### src/inc/irq_ctrl_pkg.sv
/*
 * package for the four level interrupt controller: register offsets,
 * source numbering, field positions, reset values and carrier structs.
 * assumes a 32-bit apb slave with one aligned word per register.
 */
package irq_ctrl_pkg;

    // ========================================
    // sizes
    localparam int NumSrc   = 10;
    localparam int LvlW     = 2;
    localparam int SrcW     = 4;
    localparam int AddrW    = 12;
    localparam int NestW    = 3;

    // ========================================
    // register byte addresses
    localparam logic [AddrW-1:0] EnPrimaryOff   = 12'h0a8;
    localparam logic [AddrW-1:0] EnSecondaryOff = 12'h0b1 << 2;
    localparam logic [AddrW-1:0] PrioLowOff     = 12'h0b8;
    localparam logic [AddrW-1:0] PrioHighOff    = 12'h0b7 << 2;
    localparam logic [AddrW-1:0] PrioLow2Off    = 12'h300;
    localparam logic [AddrW-1:0] PrioHigh2Off   = 12'h304;
    localparam logic [AddrW-1:0] StatusOff      = 12'h308;
    localparam logic [AddrW-1:0] MaskOff        = 12'h30c;
    localparam logic [AddrW-1:0] BitOpOff       = 12'h310;
    localparam logic [AddrW-1:0] ServiceOff     = 12'h314;

    // ========================================
    // global enable bit position and enable field widths
    localparam int GlobalEnBit = 7;
    localparam int PrimaryBits = 7;
    localparam int SecondBits  = 4;

    // ========================================
    // source numbering, also the polling order (lower wins)
    localparam logic [SrcW-1:0] SrcExt0    = 4'h0;
    localparam logic [SrcW-1:0] SrcTimer0  = 4'h1;
    localparam logic [SrcW-1:0] SrcExt1    = 4'h2;
    localparam logic [SrcW-1:0] SrcTimer1  = 4'h3;
    localparam logic [SrcW-1:0] SrcSerial0 = 4'h4;
    localparam logic [SrcW-1:0] SrcTimer2  = 4'h5;
    localparam logic [SrcW-1:0] SrcCounter = 4'h6;
    localparam logic [SrcW-1:0] SrcKeybd   = 4'h7;
    localparam logic [SrcW-1:0] SrcSpi     = 4'h8;
    localparam logic [SrcW-1:0] SrcSerial1 = 4'h9;

    // ========================================
    // reset values
    localparam logic [7:0] EnPrimaryRst = 8'h00;
    localparam logic [7:0] ByteRst      = 8'h00;
    localparam logic [NumSrc-1:0] SrcRst = 10'h000;

    // bit operation word: [7] set/clear, [3:0] bit index
    localparam int BitOpValBit = 7;

    // ========================================
    // carriers
    typedef struct packed {
        logic            valid;
        logic [SrcW-1:0] source;
        logic [LvlW-1:0] level;
    } grant_s;

    typedef struct packed {
        logic [NumSrc-1:0] low;
        logic [NumSrc-1:0] high;
    } prio_s;

endpackage

### src/core/irq_priority_pick.sv
/*
 * combinational pick of the winning request: highest level first, then
 * lowest source index as the polling order.
 * assumes requests already gated by the enables.
 */
`timescale 1ns/1ps

module irq_priority_pick
(
    // gated requests and priority bits
    input  wire logic [irq_ctrl_pkg::NumSrc-1:0] req,
    input  wire irq_ctrl_pkg::prio_s             prio,
    // winner
    output irq_ctrl_pkg::grant_s                 win
);

    // ========================================
    // per source level decode
    logic [irq_ctrl_pkg::LvlW-1:0] lvl [irq_ctrl_pkg::NumSrc];

    genvar g;
    generate
        for (g = 0; g < irq_ctrl_pkg::NumSrc; g++)
        begin : gLvl
            assign lvl[g] = {prio.high[g], prio.low[g]}; // RULE5
        end
    endgenerate

    // scan from last to first so the lowest index wins ties
    always_comb
    begin
        win = '0;
        for (int i = irq_ctrl_pkg::NumSrc - 1; i >= 0; i--)
        begin
            if (req[i] && (!win.valid || lvl[i] >= win.level)) // RULE8 RULE9
            begin
                win.valid  = 1'b1;
                win.source = i[irq_ctrl_pkg::SrcW-1:0];
                win.level  = lvl[i];
            end
        end
    end

endmodule

### src/core/four_level_interrupt_controller.sv
/*
 * four level interrupt controller: ten sources, enables, priority
 * registers, nesting record and vector request toward the cpu.
 * assumes source requests are synchronous levels on clk and the cpu
 * pulses ack when it takes a vector and reti when a handler ends.
 */
// Operation
// RULE1 - there are ten request sources, each with its own vector number.
// RULE2 - a source with its enable cleared never raises a request to the cpu; the code still sets its status bit on a rising edge, which can raise eventIrq.
// RULE3 - bit 7 of the primary enable register blocks every source while it is clear; the code gates cpuIrq with it but not eventIrq.
// RULE4 - each source takes one of four levels from one low and one high priority bit.
// RULE5 - the high and low bit pair read as a binary level, 00 lowest and 11 highest.
// RULE6 - a handler runs on until a strictly higher level request arrives.
// RULE7 - a handler at the highest level is never preempted.
// RULE8 - of simultaneous requests the higher level wins.
// RULE9 - among equal levels a fixed polling order picks the winner.
// RULE10 - primary enable bits 6 to 0 are counter array, timer 2, serial, timer 1, ext 1, timer 0, ext 0.
// RULE11 - primary enable resets to zero and allows single bit set and clear.
// RULE12 - the low priority register uses the same seven bit positions.
// RULE13 - the high priority register uses those positions and resets clear.
// RULE14 - the secondary enable holds serial 1, spi, two wire and keyboard in bits 3 to 0.
// RULE15 - in-service levels form a nesting record popped on return from interrupt.
`timescale 1ns/1ps

module four_level_interrupt_controller
(
    // clock and reset
    input  wire logic                            clk,
    input  wire logic                            srst,
    // apb slave
    input  wire logic                            psel,
    input  wire logic                            penable,
    input  wire logic                            pwrite,
    input  wire logic [irq_ctrl_pkg::AddrW-1:0]  paddr,
    input  wire logic [31:0]                     pwdata,
    output logic [31:0]                          prdata,
    output logic                                 pready,
    output logic                                 pslverr,
    // source requests, see package numbering
    input  wire logic [irq_ctrl_pkg::NumSrc-1:0] srcReq,
    input  wire logic                            twoWireReq,
    // cpu side
    output logic                                 cpuIrq,
    output logic [irq_ctrl_pkg::SrcW-1:0]        cpuVector,
    output logic [irq_ctrl_pkg::LvlW-1:0]        cpuLevel,
    input  wire logic                            cpuAck,
    input  wire logic                            cpuReti,
    // event summary interrupt
    output logic                                 eventIrq
);

    // ========================================
    // registers
    logic [7:0]                        enPrimary_q;
    logic [3:0]                        enSecondary_q;
    logic [6:0]                        prioLow_q;
    logic [6:0]                        prioHigh_q;
    logic [2:0]                        prioLow2_q;
    logic [2:0]                        prioHigh2_q;
    logic [irq_ctrl_pkg::NumSrc-1:0]   status_q;
    logic [irq_ctrl_pkg::NumSrc-1:0]   mask_q;
    logic [3:0]                        inService_q;
    logic [irq_ctrl_pkg::NestW-1:0]    depth_q;
    logic [irq_ctrl_pkg::NumSrc-1:0]   reqPrev_q;

    logic [irq_ctrl_pkg::NumSrc-1:0]   srcEn;
    logic [irq_ctrl_pkg::NumSrc-1:0]   gatedReq;
    irq_ctrl_pkg::prio_s               prio;
    irq_ctrl_pkg::grant_s              win;
    logic [irq_ctrl_pkg::LvlW-1:0]     curLevel;
    logic                              preemptOk;
    logic                              wrAcc;
    logic                              rdAcc;
    logic                              mapped;
    logic [31:0]                       rdData;
    logic [3:0]                        bitIdx;
    logic                              bitVal;
    logic                              bitOp;

    // ========================================
    // apb decode, zero wait state
    assign wrAcc  = psel && penable && pwrite;
    assign rdAcc  = psel && penable && !pwrite;
    assign bitOp  = wrAcc && paddr == irq_ctrl_pkg::BitOpOff;
    assign bitIdx = pwdata[3:0];
    assign bitVal = pwdata[irq_ctrl_pkg::BitOpValBit];

    // map enables onto the source numbering
    assign srcEn[irq_ctrl_pkg::SrcExt0]    = enPrimary_q[0]; // RULE10
    assign srcEn[irq_ctrl_pkg::SrcTimer0]  = enPrimary_q[1];
    assign srcEn[irq_ctrl_pkg::SrcExt1]    = enPrimary_q[2];
    assign srcEn[irq_ctrl_pkg::SrcTimer1]  = enPrimary_q[3];
    assign srcEn[irq_ctrl_pkg::SrcSerial0] = enPrimary_q[4];
    assign srcEn[irq_ctrl_pkg::SrcTimer2]  = enPrimary_q[5];
    assign srcEn[irq_ctrl_pkg::SrcCounter] = enPrimary_q[6];
    assign srcEn[irq_ctrl_pkg::SrcKeybd]   = enSecondary_q[0]; // RULE14
    assign srcEn[irq_ctrl_pkg::SrcSpi]     = enSecondary_q[2];
    assign srcEn[irq_ctrl_pkg::SrcSerial1] = enSecondary_q[3];

    // gate with own enable and global enable
    assign gatedReq = srcReq & srcEn & {irq_ctrl_pkg::NumSrc{enPrimary_q[irq_ctrl_pkg::GlobalEnBit]}}; // RULE2 RULE3 RULE1

    // priority pairs per source
    assign prio.low  = {prioLow2_q, prioLow_q};   // RULE12 RULE4
    assign prio.high = {prioHigh2_q, prioHigh_q}; // RULE13

    // ========================================
    // winner among gated requests
    irq_priority_pick uPick
    (
        .req  (gatedReq),
        .prio (prio),
        .win  (win)
    );

    // highest level in service
    always_comb
    begin
        curLevel = '0;
        for (int i = 0; i < 4; i++)
        begin
            if (inService_q[i])
            begin
                curLevel = i[irq_ctrl_pkg::LvlW-1:0];
            end
        end
    end

    // a winner may only interrupt a strictly lower running level
    assign preemptOk = win.valid && (depth_q == '0 || win.level > curLevel); // RULE6 RULE7

    // ========================================
    // primary enable with bit set and clear
    always_ff @(posedge clk)
    begin
        if (srst)
        begin
            enPrimary_q <= irq_ctrl_pkg::EnPrimaryRst; // RULE11
        end
        else if (wrAcc && paddr == irq_ctrl_pkg::EnPrimaryOff)
        begin
            enPrimary_q <= pwdata[7:0];
        end
        else if (bitOp && bitIdx <= 4'h7)
        begin
            enPrimary_q[bitIdx[2:0]] <= bitVal; // RULE11
        end
    end

    // secondary enable, two wire bit held for its own block
    always_ff @(posedge clk)
    begin
        if (srst)
        begin
            enSecondary_q <= '0;
        end
        else if (wrAcc && paddr == irq_ctrl_pkg::EnSecondaryOff)
        begin
            enSecondary_q <= pwdata[irq_ctrl_pkg::SecondBits-1:0]; // RULE14
        end
    end

    // priority registers
    always_ff @(posedge clk)
    begin
        if (srst)
        begin
            prioLow_q   <= '0;
            prioHigh_q  <= '0; // RULE13
            prioLow2_q  <= '0;
            prioHigh2_q <= '0;
        end
        else if (wrAcc)
        begin
            if (paddr == irq_ctrl_pkg::PrioLowOff)
            begin
                prioLow_q <= pwdata[irq_ctrl_pkg::PrimaryBits-1:0];
            end
            if (paddr == irq_ctrl_pkg::PrioHighOff)
            begin
                prioHigh_q <= pwdata[irq_ctrl_pkg::PrimaryBits-1:0];
            end
            if (paddr == irq_ctrl_pkg::PrioLow2Off)
            begin
                prioLow2_q <= pwdata[2:0];
            end
            if (paddr == irq_ctrl_pkg::PrioHigh2Off)
            begin
                prioHigh2_q <= pwdata[2:0];
            end
        end
    end

    // ========================================
    // sticky event status, set wins over write one to clear
    always_ff @(posedge clk)
    begin
        if (srst)
        begin
            status_q  <= irq_ctrl_pkg::SrcRst;
            reqPrev_q <= irq_ctrl_pkg::SrcRst;
        end
        else
        begin
            reqPrev_q <= srcReq;
            if (wrAcc && paddr == irq_ctrl_pkg::StatusOff)
            begin
                status_q <= (status_q & ~pwdata[irq_ctrl_pkg::NumSrc-1:0]) | (srcReq & ~reqPrev_q);
            end
            else
            begin
                status_q <= status_q | (srcReq & ~reqPrev_q);
            end
        end
    end

    // event mask
    always_ff @(posedge clk)
    begin
        if (srst)
        begin
            mask_q <= irq_ctrl_pkg::SrcRst;
        end
        else if (wrAcc && paddr == irq_ctrl_pkg::MaskOff)
        begin
            mask_q <= pwdata[irq_ctrl_pkg::NumSrc-1:0];
        end
    end

    always_ff @(posedge clk)
    begin
        if (srst)
        begin
            eventIrq <= 1'b0;
        end
        else
        begin
            eventIrq <= |(status_q & mask_q);
        end
    end

    // ========================================
    // nesting record, push on ack and pop on return
    always_ff @(posedge clk)
    begin
        if (srst)
        begin
            inService_q <= '0;
            depth_q     <= '0;
        end
        else if (cpuReti && depth_q != '0)
        begin
            inService_q[curLevel] <= 1'b0; // RULE15
            depth_q               <= depth_q - 1'b1;
        end
        else if (cpuAck && cpuIrq)
        begin
            inService_q[cpuLevel] <= 1'b1; // RULE15
            depth_q               <= depth_q + 1'b1;
        end
    end

    // vector request toward the cpu
    always_ff @(posedge clk)
    begin
        if (srst)
        begin
            cpuIrq    <= 1'b0;
            cpuVector <= '0;
            cpuLevel  <= '0;
        end
        else
        begin
            cpuIrq    <= preemptOk && !(cpuAck && cpuIrq) && !cpuReti; // RULE6 RULE7
            cpuVector <= win.source;
            cpuLevel  <= win.level;
        end
    end

    // ========================================
    // read mux
    always_comb
    begin
        rdData = '0;
        mapped = 1'b1;
        unique case (paddr)
            irq_ctrl_pkg::EnPrimaryOff:   rdData[7:0] = enPrimary_q;
            irq_ctrl_pkg::EnSecondaryOff: rdData[3:0] = enSecondary_q;
            irq_ctrl_pkg::PrioLowOff:     rdData[6:0] = prioLow_q;
            irq_ctrl_pkg::PrioHighOff:    rdData[6:0] = prioHigh_q;
            irq_ctrl_pkg::PrioLow2Off:    rdData[2:0] = prioLow2_q;
            irq_ctrl_pkg::PrioHigh2Off:   rdData[2:0] = prioHigh2_q;
            irq_ctrl_pkg::StatusOff:      rdData[9:0] = status_q;
            irq_ctrl_pkg::MaskOff:        rdData[9:0] = mask_q;
            irq_ctrl_pkg::BitOpOff:       rdData      = '0;
            irq_ctrl_pkg::ServiceOff:     rdData[7:0] = {1'b0, depth_q, inService_q};
            default:                      mapped      = 1'b0;
        endcase
    end

    // registered answer, ready in the first access cycle
    always_ff @(posedge clk)
    begin
        if (srst)
        begin
            prdata  <= '0;
            pready  <= 1'b0;
            pslverr <= 1'b0;
        end
        else
        begin
            pready  <= psel && !penable;
            pslverr <= psel && !penable && !mapped;
            prdata  <= (psel && !penable && !pwrite) ? rdData : '0;
        end
    end

    // twoWireReq has no vector in the ten source set; its enable is stored only
    logic unusedTwoWire;
    assign unusedTwoWire = twoWireReq & enSecondary_q[1];

endmodule

### config.mk
export PLATFORM = sky130hd
export DESIGN_NAME = four_level_interrupt_controller
export DESIGN_NICKNAME = d
export VERILOG_FILES = /design/src/inc/irq_ctrl_pkg.sv /design/src/core/irq_priority_pick.sv /design/src/core/four_level_interrupt_controller.sv
export SDC_FILE = /design/constraint.sdc
export NUM_CORES = 1
export LEC_CHECK = 0
export BUFFER_PORTS_ARGS = -buffer_cell sky130_fd_sc_hd__buf_2
export CAP_MARGIN = 10
export CORE_ASPECT_RATIO = 0.7
export CORE_MARGIN = 2
export CORE_UTILIZATION = 43
export CTS_CLUSTER_DIAMETER = 200
export DETAILED_ROUTE_END_ITERATION = 10
export GPL_ROUTABILITY_DRIVEN = 0
export MAX_ROUTING_LAYER = met4
export PLACE_DENSITY = 0.7
export SYNTH_ARGS = -nofsm -noshare
export SYNTH_HDL_FRONTEND = slang
export SYNTH_HIERARCHICAL = 1
export SYNTH_SLANG_ARGS = --single-unit
### constraint.sdc
create_clock -name clk -period 11.55 [get_ports clk]
set_input_delay 0.5775 -clock clk [delete_from_list [all_inputs] [get_ports clk]]
set_output_delay 0.5775 -clock clk [all_outputs]
set_load 0.01 [all_outputs]
# Yosys cells after proc, flatten, opt, wreduce, memory -nomap -nowiden
# Cells that the tools add are included.
# classes
eq_ne	10
n_bitwise	13
n_reduce_logical	67
magnitude_cmp	17
n_addsub	2
mux	33
# ops
operator	count
$eq 12x10->1 const B	8
$mux 7	10
$and 10x10->10	5
$logic_and 1x1->1	28
$pmux 3 s9	1
$eq 12x8->1 const B	2
$not 10->10	2
$or 10x10->10	2
$reduce_or 10->1	2
$ge 2x2->1	9
$pmux 3 s6	1
$mux 8	2
$logic_not 1->1	14
$logic_or 1x1->1	10
$mux 10	1
$reduce_or 9->1	1
$bwmux 8	1
$mux 4	2
$reduce_and 2->1	4
$pmux 1 s7	1
$lt 2x3->1 const B	2
$mux 3	2
$mux 1	5
$reduce_or 5->1	1
other kinds (21)	26
# word_totals
wordCells	164
regBits	111
output_inout_bits	42

# Longest topological paths before layout
# logic_depth
ltp_word	44
mapped_depth	65
depth_no_buf	65

# Cells and area by module
# The synthesis kept the hierarchy.
# modules_own_cells
mod	area_each_um2	n_inst	cells_each
four_level_interrupt_controller	4316.6	1	495
irq_priority_pick	892.1	1	127

# Least setup slack after synthesis
# No wires, ideal clock.
# synth_path
path_kind	input port to flip-flop
start	input srcReq[9] in the netlist's numbering
end	register cpuIrq
n_path_buf	0
stages	63
arrival_ns	10.831
setup_ns	0.119
slack_ns	0.600
cell_sequence	and3_1 -> and2_2 -> ha_1 -> nand2b_1 -> a22o_1 -> mux2_4 -> ha_1 -> nand2b_1 -> a211o_2 -> nand2_1 -> mux2_2 -> ha_1 -> nand2b_1 -> a221o_1 -> and2_2 -> nand2_1 -> a21boi_2 -> inv_1 -> [... 27 more ...] -> o21ai_0 -> ha_1 -> nand2b_1 -> a21oi_1 -> a21boi_1 -> a21oi_1 -> a21boi_1 -> ha_1 -> nand2b_1 -> a21oi_1 -> o21ai_0 -> nand2_1 -> nor2_1 -> a21oi_1 -> ha_1 -> nor2b_1 -> o21ai_0 -> a21oi_1
# synth_rtl
element	line_no	source
start, declared	four_level_interrupt_controller.sv:40	input wire logic [irq_ctrl_pkg::NumSrc-1:0] srcReq,
end signal, assigned	four_level_interrupt_controller.sv:274	cpuIrq <= preemptOk && !(cpuAck && cpuIrq) && !cpuReti;
end, declared	four_level_interrupt_controller.sv:43	output logic cpuIrq,

==> flow_summary.yaml <==
critical_path:
  cp.arrival_ns: 11.43
  worst_ep_required_time_ns: 11.84
  r2r-end: "cpuIrq"
  r2r-start: "enSecondary_q[3]"
  cp-end-kind: "register"
  crit_path_start: "srcReq[9]"
  endpoint: "cpuIrq"
  startpoint_type: "primary input"
  r2r_cells: 62
  crit_top_cell: "ha_1"
  reg2reg_setup_slack_ns: 0.46
  cp_slowest_stage_delay_ns: 0.32
  path_class: "primary input to register"
  crit_fanout: 5
  cpMaxStageDelayCell: "mux2_4"
sta:
  setup_slack_ns: 0.409
  worst_clock_skew_ns: 0.00804
  setup_viol: 0
  hold_viol_final: 0
  final-max-slew-violation-count: 0
  post-route-period-util_pct: 96.5
  slew_headroom_pct: 29.3
  fin_crit_ns: 11.14
  timing.fmax_mhz: 89.8
  worst_slew_pin_slew_ns: 1.05
logic_synthesis:
  synth_edf_count: 0
  syn_inst: 622
  syn_area_mm2: 0.00521
  ys_seq_elements: 89
  synth_top_area_share_pct: 34.2
  synthFlopType: "dfxtp_1"
  async_reset_ff_share_pct: 0
  yosysTopAreaCell: "dfxtp_1"
  yosys_warnings: 6
  synth_area_leaders: "dfxtp_1 34%, mux2i_1 6.7%, a21oi_1 4.6%, nor2_1 4.6%, ha_1 4.6%"
  avgSynthCellArea_um2: 8.37
  yosysUniqueCellTypes: 75
  seq_area_frac_synth_pct: 34.2
power_and_ir_drop:
  swShare_pct: 24.6
  p_seq_share_pct: 48.1
  clockPowerShare_pct: 45.4
  vdd_drop_max_uv: 76.3
  power.switching_mw: 0.161
  pwr-share-comb_pct: 6.5
  p_leak_nw: 2.41
  p_int_mw: 0.494
  power.density_mw_per_mm2: 107
route:
  drtIter0Drc: 487
  wl_um: 15400
  via_per_inst: 5.84
  vias: 4979
  drtPass1Iterations: 5
  wl_per_cell_um: 18.0
  drtAntennaViolNets: 0
  remaining_drc_errors: 0
min_path:
  hold_path_class: "primary input to register"
cells_and_area:
  ff_latch_area_mm2: 0.00178
  fillCellCount: 1110
  instances_no_fill: 853
  syn2layout_area_growth_pct: 17.4
  multi_input_area_mm2: 0.00323
  design_area_mm2: 0.00612
  diodes: 0
  final_common_cell: "dfxtp_1"
  layout_common_cells: "89 x dfxtp_1, 63 x nor2_1, 58 x buf_2"
  final_nets: 773
  drive_above_1_share_pct: 22.0
floorplan:
  die-height_um: 96.1
  die_w_um: 136
  core-area_mm2: 0.0118
  dieArea_mm2: 0.0130
  row_count: 33
  pin_count: 104
  start_util_pct: 44.3
clock_network:
  cts_tree: "done"
  clock_sink_count: 89
  cts-htree-levels: 3
  clock-root-buffer: "clkbuf_16"
  clk_latency_ns: 0.35
  numCtsBuffers: 9
  cts_buffer_depth: 2
  clk_pin_slew_ns: 0.07
global_route:
  grt_overflow: 0
  use_met3_pct: 4.58
  grt_use_total_pct: 24.3
  first_global_vias: 4353
  gr-usage-met2_pct: 34.3
  grt_pass1_wl_um: 23500
  grt_max_degree: 80
  antenna_found_initial: 0
  busiest_layer: "met1"
  met1_usage_pct: 34.9
placed_design:
  place_inst: 833
  port_buffers: 58
  pre_cts_ws_ns: -0.292
  dp_hpwl_um: 11300
  placed_cell_area_mm2: 0.00568
job:
  maxCapViolations: 0
run_status:
  outcome: "finished clean"
==> through the flow <==
step	hold slack [ns]	setup TNS (ns)	util [%]	power (mW)
after CTS	0.469	0	50.8	0.657
after global placement	0.452	0	48.3	0.362
after detailed placement	0.459	-0.385	48.3	0.363
after floorplan	0.436	0	-	0.351
after global routing	0.501	-0.0799	52.0	0.676
final	0.474	0	52.0	0.656
==> routing by layer <==
layer / part of all wire [%] / vias to the layer above
li1: - / 2330
met2: 42 / 248
met5: 0 / -
met1: 47 / 2377
met4: 1.7 / 0
met3: 8.7 / 24
==> cell families after synthesis <==
kind of cell | Yosys count | share of synthesized area, %
adder cells (fa/ha/maj) | 20 | 4.95
AO/OA/AOI/OAI | 129 | 16.7
other | 1 | 0.0720
multiplexers | 42 | 8.31
XOR/XNOR | 2 | 0.336
buffers and inverters | 74 | 7.37
AND/OR/NAND/NOR | 265 | 28.1
flip-flops | 89 | 34.2
==> cell type report <==
type,count,share of cell area (%)
timing repair buffer,90,8.67
multi-input combinational,480,52.7
clock inverter,7,1.29
sequential,89,29.1
inverter,21,1.29
tap,157,3.21
clock buffer,9,3.68
==> state kept, by name (all words and copies together), names as in the netlist, 7 cells and up <==
name         count
prdata          10
prioHigh_q       7
enPrimary_q      8
status_q        10
mask_q          10
prioLow_q        7
reqPrev_q       10
==> power groups by stage <==
stage / sequential [mW] / combinational, mW / clock (mW)
detailed placement: 0.322 / 0.0411 / 0
global route: 0.316 / 0.0460 / 0.314
finish: 0.316 / 0.0423 / 0.298
CTS: 0.315 / 0.0412 / 0.301
floorplan: 0.321 / 0.0305 / 0
global placement: 0.322 / 0.0404 / 0
==> how the worst min path moves through the flow <==
stage	slack, ns	from	end	cells after the start
after floorplan	0.44	enSecondary_q[1]	enSecondary_q[1]	2
after global placement	0.45	enSecondary_q[1]	enSecondary_q[1]	2
after detailed placement	0.46	enSecondary_q[1]	enSecondary_q[1]	2
after CTS	0.47	srcReq[3]	reqPrev_q[3]	2
after global routing	0.50	enSecondary_q[1]	enSecondary_q[1]	2
final	0.47	srcReq[3]	reqPrev_q[3]	2
==> cell usage after synthesis, types with 8 or more instances <==
cell and count:
buf_4 23, nand2b_1 13, and3_1 14, nor3_1 10, nor2b_1 33, buf_2 10, nor2_1 64, dfxtp_1 89
nand2_1 47, mux2i_1 35, a31oi_1 8, a21oi_1 48, nand3_1 28, a22oi_1 14, inv_1 21, clkbuf_1 19
o21ai_0 11, ha_1 19
==> critical path: cells and delay by family <==
| kind | cells | cell delay [ns] |
|---|---|---|
| buf+inv | 5 | 0.49 |
| simple gates | 19 | 2.43 |
| fa+ha+maj | 10 | 2.75 |
| mux | 3 | 0.72 |
| compound gates | 26 | 4.43 |
==> timing repair <==
item | CTS | global route
setup endpoints to repair | 0 | 7
buffers inserted | 0 | 4
resized for setup | 0 | 27
hold buffers | 0 | 0
Power figures use the tool's default switching activity.
